## src/hdl/fasi_pkg.sv

```systemverilog
// constants for the framer channel alarm status and interrupt block
// assumes one framer clock domain and the 8-bit processor register port
package fasi_pkg;
    localparam int unsigned DATA_W = 8;
    localparam int unsigned ADDR_W = 8;
    localparam int unsigned N_INSERT = 5;
    localparam int unsigned ALIGN_W = 13;
    localparam int unsigned N_STATUS = 6;

    // register addresses on the processor port
    localparam logic [ADDR_W-1:0] ADDR_ERR_INSERT = 8'h12;
    localparam logic [ADDR_W-1:0] ADDR_STATUS = 8'h14;
    localparam logic [ADDR_W-1:0] ADDR_LATCHED = 8'h15;
    localparam logic [ADDR_W-1:0] ADDR_IRQ_EN = 8'h16;

    // status, latched and enable bit positions
    localparam int unsigned ST_LOS = 0;
    localparam int unsigned ST_OOF = 1;
    localparam int unsigned ST_AIS = 2;
    localparam int unsigned ST_RAI = 3;
    localparam int unsigned ST_IDLE = 4;
    localparam int unsigned ST_SEF = 5;
    localparam int unsigned ST_FRAME_ALIGNMENT_CHANGE = 7;
    localparam logic [DATA_W-1:0] LATCHED_MASK = 8'hbf;
    localparam logic [DATA_W-1:0] IRQ_EN_MASK = 8'hbf;

    // error insert control fields
    localparam int unsigned EI_BPV = 0;
    localparam int unsigned EI_EXZ = 1;
    localparam int unsigned EI_PPAR = 2;
    localparam int unsigned EI_CPPAR = 3;
    localparam int unsigned EI_FBIT = 4;
    localparam int unsigned EI_FTYPE_LO = 5;
    localparam int unsigned EI_FTYPE_HI = 6;
    localparam int unsigned EI_MODE = 7;

    // reset values
    localparam logic [DATA_W-1:0] EIC_RESET = 8'h00;
    localparam logic [DATA_W-1:0] IRQ_EN_RESET = 8'h00;
    localparam logic [DATA_W-1:0] LATCHED_RESET = 8'h00;
    localparam logic [DATA_W-1:0] RDATA_UNMAPPED = 8'h00;

    // alarm criteria; 8'hc0 is 192 line bits
    localparam logic [7:0] LOS_BITS = 8'hc0;
    localparam int unsigned F_WIN = 16;
    localparam int unsigned F_ERR_LIMIT = 3;
    localparam int unsigned M_WIN = 4;
    localparam int unsigned M_ERR_LIMIT = 2;
    localparam logic [2:0] E3_BAD_FAS = 3'h4;
    localparam logic [2:0] E3_GOOD_FAS = 3'h3;

    typedef enum logic [1:0] {
        LOS_CLEAR,
        LOS_DECLARED,
        LOS_RELEASE_WIN
    } fasi_los_state_t;
endpackage

```

## src/hdl/fasi_alarm_status_irq.sv

```systemverilog
// one framer channel: alarm status, change latches, interrupt, error insert
// assumes all inputs are synchronous to clk_i and that detector strobes
// are one-cycle pulses; the device-wide master enable arrives as a level
// Operation
// - mode 0: control bit rise inserts one error
// - mode 1: manual input rise inserts enabled errors
// - all control bits zero: never insert
// - status bits 0..5 follow live conditions
// - loss status valid only in dual-rail mode
// - remote alarm from X/Sa bits only
// - any status change sets its latch
// - writing one clears latch, zero keeps
// - interrupt when latch, enable, master all set
// - interrupt drops when any term clears
// - alignment change on resync sets bit 7
// - alignment latch sets only after new resync
// - enables bits 0-5,7, reset zero, 6 unused
// - loss after 192 zeros, clear window
// - DS3 frame loss by F/M bit errors
// - E3 frame loss 4 bad, 3 good
`timescale 1ns/1ns
`default_nettype none
module fasi_alarm_status_irq
    import fasi_pkg::*;
(
    input wire logic clk_i,
    input wire logic reset_i,
    input wire logic reg_cs_i,
    input wire logic reg_wr_i,
    input wire logic reg_rd_i,
    input wire logic [fasi_pkg::ADDR_W-1:0] reg_addr_i,
    input wire logic [fasi_pkg::DATA_W-1:0] reg_wdata_i,
    output logic [fasi_pkg::DATA_W-1:0] reg_rdata_o,
    input wire logic dual_rail_mode_i,
    input wire logic e3_mode_i,
    input wire logic line_bit_valid_i,
    input wire logic line_bit_i,
    input wire logic line_exz_i,
    input wire logic f_bit_valid_i,
    input wire logic f_bit_err_i,
    input wire logic m_bit_valid_i,
    input wire logic m_bit_err_i,
    input wire logic fas_valid_i,
    input wire logic fas_good_i,
    input wire logic sync_acquired_i,
    input wire logic [fasi_pkg::ALIGN_W-1:0] sync_alignment_i,
    input wire logic ais_detect_i,
    input wire logic xbit_rai_detect_i,
    input wire logic idle_detect_i,
    input wire logic channel_master_irq_enable_i,
    input wire logic manual_error_insert_input_i,
    output logic [fasi_pkg::N_INSERT-1:0] error_insert_o,
    output logic [1:0] framing_error_type_o,
    output logic channel_irq_o
);
    import fasi_pkg::*;

    logic [DATA_W-1:0] eic, next_eic;
    logic [DATA_W-1:0] irq_en, next_irq_en;
    logic [DATA_W-1:0] latched, next_latched;
    logic [DATA_W-1:0] next_rdata;
    logic [DATA_W-1:0] status_word;
    logic [N_STATUS-1:0] status, next_status;
    logic [N_STATUS-1:0] prev_status;
    logic [N_INSERT-1:0] prev_ctl, next_insert;
    logic prev_manual;
    fasi_los_state_t los_state, next_los_state;
    logic [7:0] los_cnt, next_los_cnt;
    logic [F_WIN-1:0] f_win, next_f_win;
    logic [M_WIN-1:0] m_win, next_m_win;
    logic f_over, m_over;
    logic oof, next_oof, sef, next_sef;
    logic [2:0] bad_cnt, next_bad_cnt, good_cnt, next_good_cnt;
    logic have_sync, next_have_sync;
    logic [ALIGN_W-1:0] last_align, next_last_align;
    logic frame_alignment_change_set;
    logic next_irq;
    logic wr_en, latched_clr_hit;

    assign wr_en = reg_cs_i && reg_wr_i;
    assign latched_clr_hit = wr_en && (reg_addr_i == ADDR_LATCHED);
    assign status_word = {{(DATA_W-N_STATUS){1'b0}}, status};
    assign framing_error_type_o = eic[EI_FTYPE_HI:EI_FTYPE_LO];

    // register port; reads have no side effects
    always_comb
    begin
        next_eic = eic;
        next_irq_en = irq_en;
        next_rdata = reg_rdata_o;
        if (wr_en)
        begin
            case (reg_addr_i)
                ADDR_ERR_INSERT: next_eic = reg_wdata_i;
                ADDR_IRQ_EN: next_irq_en = reg_wdata_i & IRQ_EN_MASK;
                default: ;
            endcase
        end
        if (reg_cs_i && reg_rd_i)
        begin
            case (reg_addr_i)
                ADDR_ERR_INSERT: next_rdata = eic;
                ADDR_STATUS: next_rdata = status_word;
                ADDR_LATCHED: next_rdata = latched;
                ADDR_IRQ_EN: next_rdata = irq_en;
                default: next_rdata = RDATA_UNMAPPED;
            endcase
        end
    end

    always_ff @(posedge clk_i or posedge reset_i)
    begin
        if (reset_i)
        begin
            eic <= EIC_RESET;
            irq_en <= IRQ_EN_RESET;
            reg_rdata_o <= RDATA_UNMAPPED;
        end
        else
        begin
            eic <= next_eic;
            irq_en <= next_irq_en;
            reg_rdata_o <= next_rdata;
        end
    end

    // error insert trigger; a write that sets a control bit in manual mode
    // is not itself a trigger, only the manual input edge is
    always_comb
    begin
        if (eic[EI_MODE])
        begin
            next_insert = '0;
            if (manual_error_insert_input_i && !prev_manual)
                next_insert = eic[N_INSERT-1:0];
        end
        else
            next_insert = eic[N_INSERT-1:0] & ~prev_ctl;
    end

    always_ff @(posedge clk_i or posedge reset_i)
    begin
        if (reset_i)
        begin
            prev_ctl <= '0;
            prev_manual <= 1'b0;
            error_insert_o <= '0;
        end
        else
        begin
            prev_ctl <= eic[N_INSERT-1:0];
            prev_manual <= manual_error_insert_input_i;
            error_insert_o <= next_insert;
        end
    end

    // loss of signal on the line bit stream
    always_comb
    begin
        next_los_state = los_state;
        next_los_cnt = los_cnt;
        if (line_bit_valid_i)
        begin
            unique case (los_state)
                LOS_CLEAR:
                begin
                    if (line_bit_i)
                        next_los_cnt = '0;
                    else if (los_cnt == LOS_BITS - 8'h01)
                    begin
                        next_los_state = LOS_DECLARED;
                        next_los_cnt = '0;
                    end
                    else
                        next_los_cnt = los_cnt + 8'h01;
                end
                LOS_DECLARED:
                begin
                    if (line_bit_i)
                    begin
                        next_los_state = LOS_RELEASE_WIN;
                        next_los_cnt = 8'h01;
                    end
                end
                LOS_RELEASE_WIN:
                begin
                    // an excess-zero event restarts the wait for a one
                    if (line_exz_i)
                    begin
                        next_los_state = LOS_DECLARED;
                        next_los_cnt = '0;
                    end
                    else if (los_cnt == LOS_BITS - 8'h01)
                    begin
                        next_los_state = LOS_CLEAR;
                        next_los_cnt = '0;
                    end
                    else
                        next_los_cnt = los_cnt + 8'h01;
                end
            endcase
        end
    end

    always_ff @(posedge clk_i or posedge reset_i)
    begin
        if (reset_i)
        begin
            los_state <= LOS_CLEAR;
            los_cnt <= '0;
        end
        else
        begin
            los_state <= next_los_state;
            los_cnt <= next_los_cnt;
        end
    end

    // framing alarms; windows restart on resync so a stale error history
    // cannot redeclare out-of-frame right after reacquisition
    assign f_over = ($countones(next_f_win) >= F_ERR_LIMIT);
    assign m_over = ($countones(next_m_win) >= M_ERR_LIMIT);

    always_comb
    begin
        next_f_win = f_win;
        next_m_win = m_win;
        next_oof = oof;
        next_sef = sef;
        next_bad_cnt = bad_cnt;
        next_good_cnt = good_cnt;
        if (!e3_mode_i)
        begin
            if (sync_acquired_i)
            begin
                next_f_win = '0;
                next_m_win = '0;
                next_oof = 1'b0;
            end
            else
            begin
                if (f_bit_valid_i)
                    next_f_win = {f_win[F_WIN-2:0], f_bit_err_i};
                if (m_bit_valid_i)
                    next_m_win = {m_win[M_WIN-2:0], m_bit_err_i};
                if ((f_bit_valid_i && f_over) || (m_bit_valid_i && m_over))
                    next_oof = 1'b1;
            end
            if (f_bit_valid_i && f_over)
                next_sef = 1'b1;
            else if (!next_oof && !f_over)
                next_sef = 1'b0;
        end
        else
        begin
            if (fas_valid_i)
            begin
                if (fas_good_i)
                begin
                    next_bad_cnt = '0;
                    if (good_cnt != E3_GOOD_FAS)
                        next_good_cnt = good_cnt + 3'h1;
                    if (good_cnt + 3'h1 >= E3_GOOD_FAS)
                        next_oof = 1'b0;
                end
                else
                begin
                    next_good_cnt = '0;
                    if (bad_cnt != E3_BAD_FAS)
                        next_bad_cnt = bad_cnt + 3'h1;
                    if (bad_cnt + 3'h1 >= E3_BAD_FAS)
                        next_oof = 1'b1;
                end
            end
            next_sef = next_oof;
        end
    end

    always_ff @(posedge clk_i or posedge reset_i)
    begin
        if (reset_i)
        begin
            f_win <= '0;
            m_win <= '0;
            oof <= 1'b0;
            sef <= 1'b0;
            bad_cnt <= '0;
            good_cnt <= '0;
        end
        else
        begin
            f_win <= next_f_win;
            m_win <= next_m_win;
            oof <= next_oof;
            sef <= next_sef;
            bad_cnt <= next_bad_cnt;
            good_cnt <= next_good_cnt;
        end
    end

    // live status, change latches and alignment tracking
    always_comb
    begin
        next_status = '0;
        next_status[ST_LOS] = (los_state != LOS_CLEAR) && dual_rail_mode_i;
        next_status[ST_OOF] = oof;
        next_status[ST_AIS] = ais_detect_i;
        next_status[ST_RAI] = xbit_rai_detect_i;
        next_status[ST_IDLE] = idle_detect_i;
        next_status[ST_SEF] = sef;
        next_have_sync = have_sync;
        next_last_align = last_align;
        frame_alignment_change_set = 1'b0;
        if (sync_acquired_i)
        begin
            // only a reacquisition can set it, so a cleared bit stays clear
            frame_alignment_change_set = have_sync && (sync_alignment_i != last_align);
            next_have_sync = 1'b1;
            next_last_align = sync_alignment_i;
        end
        // set wins over a same-cycle clear so no change is lost
        next_latched = latched;
        if (latched_clr_hit)
            next_latched = latched & ~reg_wdata_i;
        next_latched[N_STATUS-1:0] = next_latched[N_STATUS-1:0]
            | (status ^ prev_status);
        next_latched[ST_FRAME_ALIGNMENT_CHANGE] = next_latched[ST_FRAME_ALIGNMENT_CHANGE] | frame_alignment_change_set;
        next_latched = next_latched & LATCHED_MASK;
        next_irq = channel_master_irq_enable_i
            && (|(latched & irq_en));
    end

    always_ff @(posedge clk_i or posedge reset_i)
    begin
        if (reset_i)
        begin
            status <= '0;
            prev_status <= '0;
            latched <= LATCHED_RESET;
            have_sync <= 1'b0;
            last_align <= '0;
            channel_irq_o <= 1'b0;
        end
        else
        begin
            status <= next_status;
            prev_status <= status;
            latched <= next_latched;
            have_sync <= next_have_sync;
            last_align <= next_last_align;
            channel_irq_o <= next_irq;
        end
    end

    AST_INSERT_EDGE: assert property (@(posedge clk_i) disable iff (reset_i)
        (!eic[EI_MODE] && eic[EI_BPV] && !prev_ctl[EI_BPV])
        |=> error_insert_o[EI_BPV])
        else $error("control bit rise gave no insert");
    AST_INSERT_MANUAL: assert property (@(posedge clk_i) disable iff (reset_i)
        (eic[EI_MODE] && manual_error_insert_input_i && !prev_manual)
        |=> (error_insert_o == $past(eic[N_INSERT-1:0])))
        else $error("manual edge insert mismatch");
    AST_NO_INSERT: assert property (@(posedge clk_i) disable iff (reset_i)
        (eic[N_INSERT-1:0] == '0) |=> (error_insert_o == '0))
        else $error("insert with all control bits clear");
    AST_STATUS_AIS: assert property (@(posedge clk_i) disable iff (reset_i)
        ais_detect_i ##1 ais_detect_i |-> ##1 status_word[ST_AIS])
        else $error("alarm indication status not shown");
    AST_LOS_BINARY: assert property (@(posedge clk_i) disable iff (reset_i)
        !dual_rail_mode_i |=> !status[ST_LOS])
        else $error("loss status shown in binary mode");
    AST_RAI_SRC: assert property (@(posedge clk_i) disable iff (reset_i)
        1'b1 |=> (status[ST_RAI] == $past(xbit_rai_detect_i)))
        else $error("remote alarm status not from x bits");
    AST_LATCH_CHANGE: assert property (@(posedge clk_i) disable iff (reset_i)
        (status[ST_OOF] != prev_status[ST_OOF]) |=> latched[ST_OOF])
        else $error("status change not latched");
    AST_W1C_ZERO: assert property (@(posedge clk_i) disable iff (reset_i)
        latched_clr_hit |=> ((latched & $past(latched & ~reg_wdata_i))
        == $past(latched & ~reg_wdata_i)))
        else $error("writing zero cleared a latch");
    AST_IRQ_ON: assert property (@(posedge clk_i) disable iff (reset_i)
        (latched[ST_IDLE] && irq_en[ST_IDLE] && channel_master_irq_enable_i)
        |=> channel_irq_o)
        else $error("interrupt not raised");
    AST_IRQ_OFF: assert property (@(posedge clk_i) disable iff (reset_i)
        (!channel_master_irq_enable_i || (latched & irq_en) == '0)
        |=> !channel_irq_o)
        else $error("interrupt held without cause");
    AST_FRAME_ALIGNMENT_CHANGE_SET: assert property (@(posedge clk_i) disable iff (reset_i)
        (sync_acquired_i && have_sync && sync_alignment_i != last_align)
        |=> latched[ST_FRAME_ALIGNMENT_CHANGE])
        else $error("alignment change not latched");
    AST_FRAME_ALIGNMENT_CHANGE_HOLD: assert property (@(posedge clk_i) disable iff (reset_i)
        (!latched[ST_FRAME_ALIGNMENT_CHANGE] && !sync_acquired_i) |=> !latched[ST_FRAME_ALIGNMENT_CHANGE])
        else $error("alignment latch set without resync");
    AST_EN_BIT6: assert property (@(posedge clk_i) disable iff (reset_i)
        wr_en && reg_addr_i == ADDR_IRQ_EN |=> !irq_en[6])
        else $error("unused enable bit stored");
    AST_LOS_DECLARE: assert property (@(posedge clk_i) disable iff (reset_i)
        (los_state == LOS_CLEAR && los_cnt == LOS_BITS - 8'h01
        && line_bit_valid_i && !line_bit_i) |=> (los_state == LOS_DECLARED))
        else $error("loss not declared at 192 zeros");
    AST_OOF_DS3: assert property (@(posedge clk_i) disable iff (reset_i)
        (!e3_mode_i && !sync_acquired_i && m_bit_valid_i && m_over) |=> oof)
        else $error("ds3 frame loss not declared");
    AST_OOF_E3: assert property (@(posedge clk_i) disable iff (reset_i)
        (e3_mode_i && fas_valid_i && !fas_good_i && bad_cnt == 3'h3)
        |=> (oof && sef))
        else $error("e3 frame loss not declared");
    AST_IRQ_OR: assert property (@(posedge clk_i) disable iff (reset_i)
        1'b1 |=> (channel_irq_o == $past(channel_master_irq_enable_i
        && (|(latched & irq_en)))))
        else $error("interrupt is not or of enabled latches");
endmodule
`default_nettype wire

```

## config.mk

```make
export PLATFORM = sky130hd
export DESIGN_NAME = fasi_alarm_status_irq
export DESIGN_NICKNAME = d
export VERILOG_FILES = /design/src/hdl/fasi_pkg.sv /design/src/hdl/fasi_alarm_status_irq.sv
export SDC_FILE = /design/constraint.sdc
export NUM_CORES = 1
export LEC_CHECK = 0
export BUFFER_PORTS_ARGS = -buffer_cell sky130_fd_sc_hd__buf_2
export CAP_MARGIN = 10
export CORE_MARGIN = 3
export CORE_UTILIZATION = 60
export CTS_BUF_LIST = sky130_fd_sc_hd__clkbuf_4
export DETAILED_ROUTE_END_ITERATION = 16
export PLACE_DENSITY_LB_ADDON = 0.05
export SLEW_MARGIN = 20
export SYNTH_ARGS = -nofsm -noshare
export SYNTH_HDL_FRONTEND = slang
export SYNTH_SLANG_ARGS = --single-unit
```

## constraint.sdc

```tcl
create_clock -name clk_i -period 4.65 [get_ports clk_i]
set_clock_uncertainty 0.15 [all_clocks]
set_input_delay 0.6975 -clock clk_i [delete_from_list [all_inputs] [get_ports clk_i]]
set_output_delay 0.6975 -clock clk_i [all_outputs]
set_load 0.02 [all_outputs]
```

==> metrics.md <==
| Metric | Value |
|---|---|
| Initial antenna violation count | `0` |
| Port bufs | `66` |
| Detail Route Antenna Nets | `0` |
| Slowest stage delay, CP | `0.51 ns` |
| Overall Global Routing Usage | `20.84%` |
| Yosys warns | `0` |
| Dpl cells | `642` |
| Final hold violations | `0` |
| Clock sinks | `106` |
| Syn avg cell area | `10.88 sq um` |
| Worst path slowest cell | `fa_1` |
| Setup TNS | `0 ns` |
| Startpoint class of the critical path | `input port` |
| Register area share after synthesis | `51.32%` |
| Top FF cell, synth | `dfrtp_1` |
| Global route overflow | `0` |
| Area grow syn2layout | `14.55%` |
| Synth Instances | `475` |
| Largest net degree at the start of global routing | `84` |
| Register bit total from synthesis | `106` |
| Antenna diodes | `0` |
| Unrepaired setup endpoints after global routing | `false` |
| First-pass GRT wire length | `16570 um` |
| Commonest non-fill, non-tap cell in the layout | `dfrtp_1` |
| Net Count, Synth | `551` |
| Area fraction of the dominant cell type after synthesis | `51.32%` |
| Worst-margin pin slew | `0.9724 ns` |
| Clk_lat worst skew | `0.43 ns` |
| Number of global-route vias before repair | `3623` |
| GPL Wtd Cong | `0.7677` |
| Initial DRC Count | `149` |
| CP Capture Type | `flip-flop` |
| DR DRC count | `0` |
| # rows | `33` |
| Root buffer selected by CTS | `clkbuf_4` |
| Via Count | `3664` |
| Pwr dens | `338.3 nW/um^2` |
| Setup-failing EPs final | `0` |
| Lkg Pwr | `2.877 nW` |
| H-tree depth | `3` |
| Fin. max-slew vios | `0` |
| Most common cell on crit path | `fa_1` |
| Min Clock Period, post-route | `4.491 ns` |
| Drt wl/cell | `14.63 um` |
| Maxcap violations | `0` |
| Worst setup path class | `input port to flip-flop` |
| HPWL after detailed placement | `7134 um` |
| CP Data Arrival Time | `4.67 ns` |
| Register clock-pin slew on the reported worst setup and hold paths | `0.14 ns` |
| Die footprint | `9764 sq um` |
| Core area | `8299 sq um` |
| Dominant cells by area after synthesis | `dfrtp_1 (51%), mux2_2 (6.1%), nand2_1 (4.9%)` |
| VDD IR max | `0.0002022 V` |
| Number of fill cells in the layout | `616` |
| Post-route clock period utilization | `96.57%` |
| Post-route insts no fill | `659` |
| Ys async rst share | `100.0%` |
| CTS tree | `built` |
| Crit path max-delay family | `adder cells` |
| Layout Nets | `626` |
| Relative slew slack | `35.17%` |
| CTS Buf Count | `9` |
| Die Height | `98.82 um` |
| Post-synthesis instance area | `5169 sq um` |
| CTS Buffer Depth | `2` |
| Library cells used by synthesis | `55` |
| Num ports | `67` |
| First drt pass iteration count | `4` |
| Number of buffer and inverter stages on the critical path | `4` |
| Vias per cell | `5.560` |
| Initial Util | `62.28%` |
| Max FO, Critical Path | `6` |
| Routed WL | `9638 um` |
| Outcome | `complete, no violations` |
| Post-synth EDFFs | `0` |
| Fin util | `71.34%` |
| CTS Hold Buffers Added | `0` |
| Max Fclk | `0.2227 GHz` |
| Most frequent cells in the layout | `dfrtp_1 (106), buf_2 (67), nand2_1 (61)` |
| Dominant cell type by area after synthesis | `dfrtp_1` |
| Layout cell share with drive strength beyond 1 | `27.98%` |
| Chip width | `98.82 um` |
| Worst-path cell chain | `buf_2, nor2b_4, buf_4, nand2_1, a21oi_2, fa_1, fa_1, inv_1, fa_1, fa_1, inv_1, ha_2, fa_1, a211oi_2, nand2_1, a221o_1` |
| Critical Path RT | `4.82 ns` |
| Min-delay worst type | `input port to flip-flop` |
-- Yosys cell counts, types with 2 or more instances --
library cell,instances
nor2b_1,10
ha_1,14
nor4_1,2
a31oi_1,4
or2_2,5
nand3_1,4
nor2_1,15
nand4_1,3
clkbuf_1,8
and3b_1,2
mux2_2,28
o21ai_0,34
a221o_1,2
nand3b_1,2
o21ai_1,5
buf_4,3
nor2_2,3
a22oi_1,8
o21a_1,7
mux2i_1,11
dfrtp_1,106
nand2_1,67
nand2b_1,3
xor2_1,14
o211ai_1,2
a21o_1,6
a32o_1,2
buf_2,2
a22o_1,4
and3_1,3
xnor2_1,6
a21oi_1,25
fa_1,11
nor3_1,7
inv_1,27
-- power breakdown --
part	internal (W)	switching [W]	leakage, nW
clock	0.000267	0.000280	0.0894
sequential	0.000997	0.0000666	1.38
combinational	0.000173	0.000220	1.41
-- timing repair --
item                                    in CTS  in global routing
gates resized for setup                      0                  5
endpoints found under the setup margin       0                  2
buffers inserted                             0                  1
-- cell families (layout without fill, tap and decap cells) --
family	count (synthesis)	in the layout	synth area share, %
xor+xnor	20	20	3.389
flops	106	106	51.32
simple gates	137	137	13.00
mux	39	39	8.230
compound gates	106	106	12.95
buf+inv	42	121	3.462
fa+ha+maj	25	25	7.649
-- sequential cells by signal, indices dropped and copies added (netlist names), 4 cells and up --
signal / cells
eic: 8
error_insert_o: 5
f_win: 16
irq_en: 7
last_align: 13
latched: 7
los_cnt: 8
m_win: 4
prev_ctl: 5
prev_status: 6
reg_rdata_o: 8
status: 6
-- path summary, 6_finish.rpt --
check | depth (start not counted) | endpoint | start | slack [ns]
max in group asynchronous | 3 | f_win[2] | reset_i | 3.16
setup reg to reg | 13 | sef | f_win[14] | 0.46
hold / removal | 1 | status[3] | xbit_rai_detect_i | 0.22
hold reg to reg | 0 | status[5] | sef | 0.26
min in group asynchronous | 2 | f_win[7] | reset_i | 0.31
setup / recovery | 16 | sef | f_bit_valid_i | 0.16
-- worst register-to-register path, cell delays in order (launching register included) --
cell and delay (ns):
dfrtp_1 0.40, nand2_1 0.08, a21oi_2 0.19, fa_1 0.46
fa_1 0.50, inv_1 0.05, fa_1 0.47, fa_1 0.51
inv_1 0.04, ha_2 0.17, fa_1 0.46, a211oi_2 0.19
nand2_1 0.10, a221o_1 0.31
-- metrics by stage --
stage	hold slack, ns	worst slack (ns)	area (sq um)	total power [W]
2_1_floorplan	0.2170	-0.07929	5291	0.001365
3_3_place_gp	0.2357	-0.2282	5718	0.001454
6_report	0.2206	0.1594	5921	0.002003
4_1_cts	0.1877	0.1445	5892	0.002020
3_5_place_dp	0.2477	-0.3583	5718	0.001473
5_1_grt	0.1686	0.003910	5921	0.002122
-- routing by layer --
layer | track usage [%] | up-vias | part of all wire (%)
met1 | 28.41 | 1784 | 45
li1 | - | 1796 | -
met5 | 0 | - | 0
met3 | 4.883 | 6 | 4.6
met2 | 34.30 | 78 | 49
met4 | 4.727 | 0 | 0.73
-- area by class of cell --
cell class	instances	area (sq um)	area share, %
multi-input cells	327	2421	40.89
repair buffers	79	437.9	7.396
well taps	105	131.4	2.219
inverters	27	103.9	1.754
clock buffers	9	67.56	1.141
clock inverters	6	106.4	1.796
flip-flops and latches	106	2653	44.80
No activity file was read; power rests on OpenSTA's default activity.
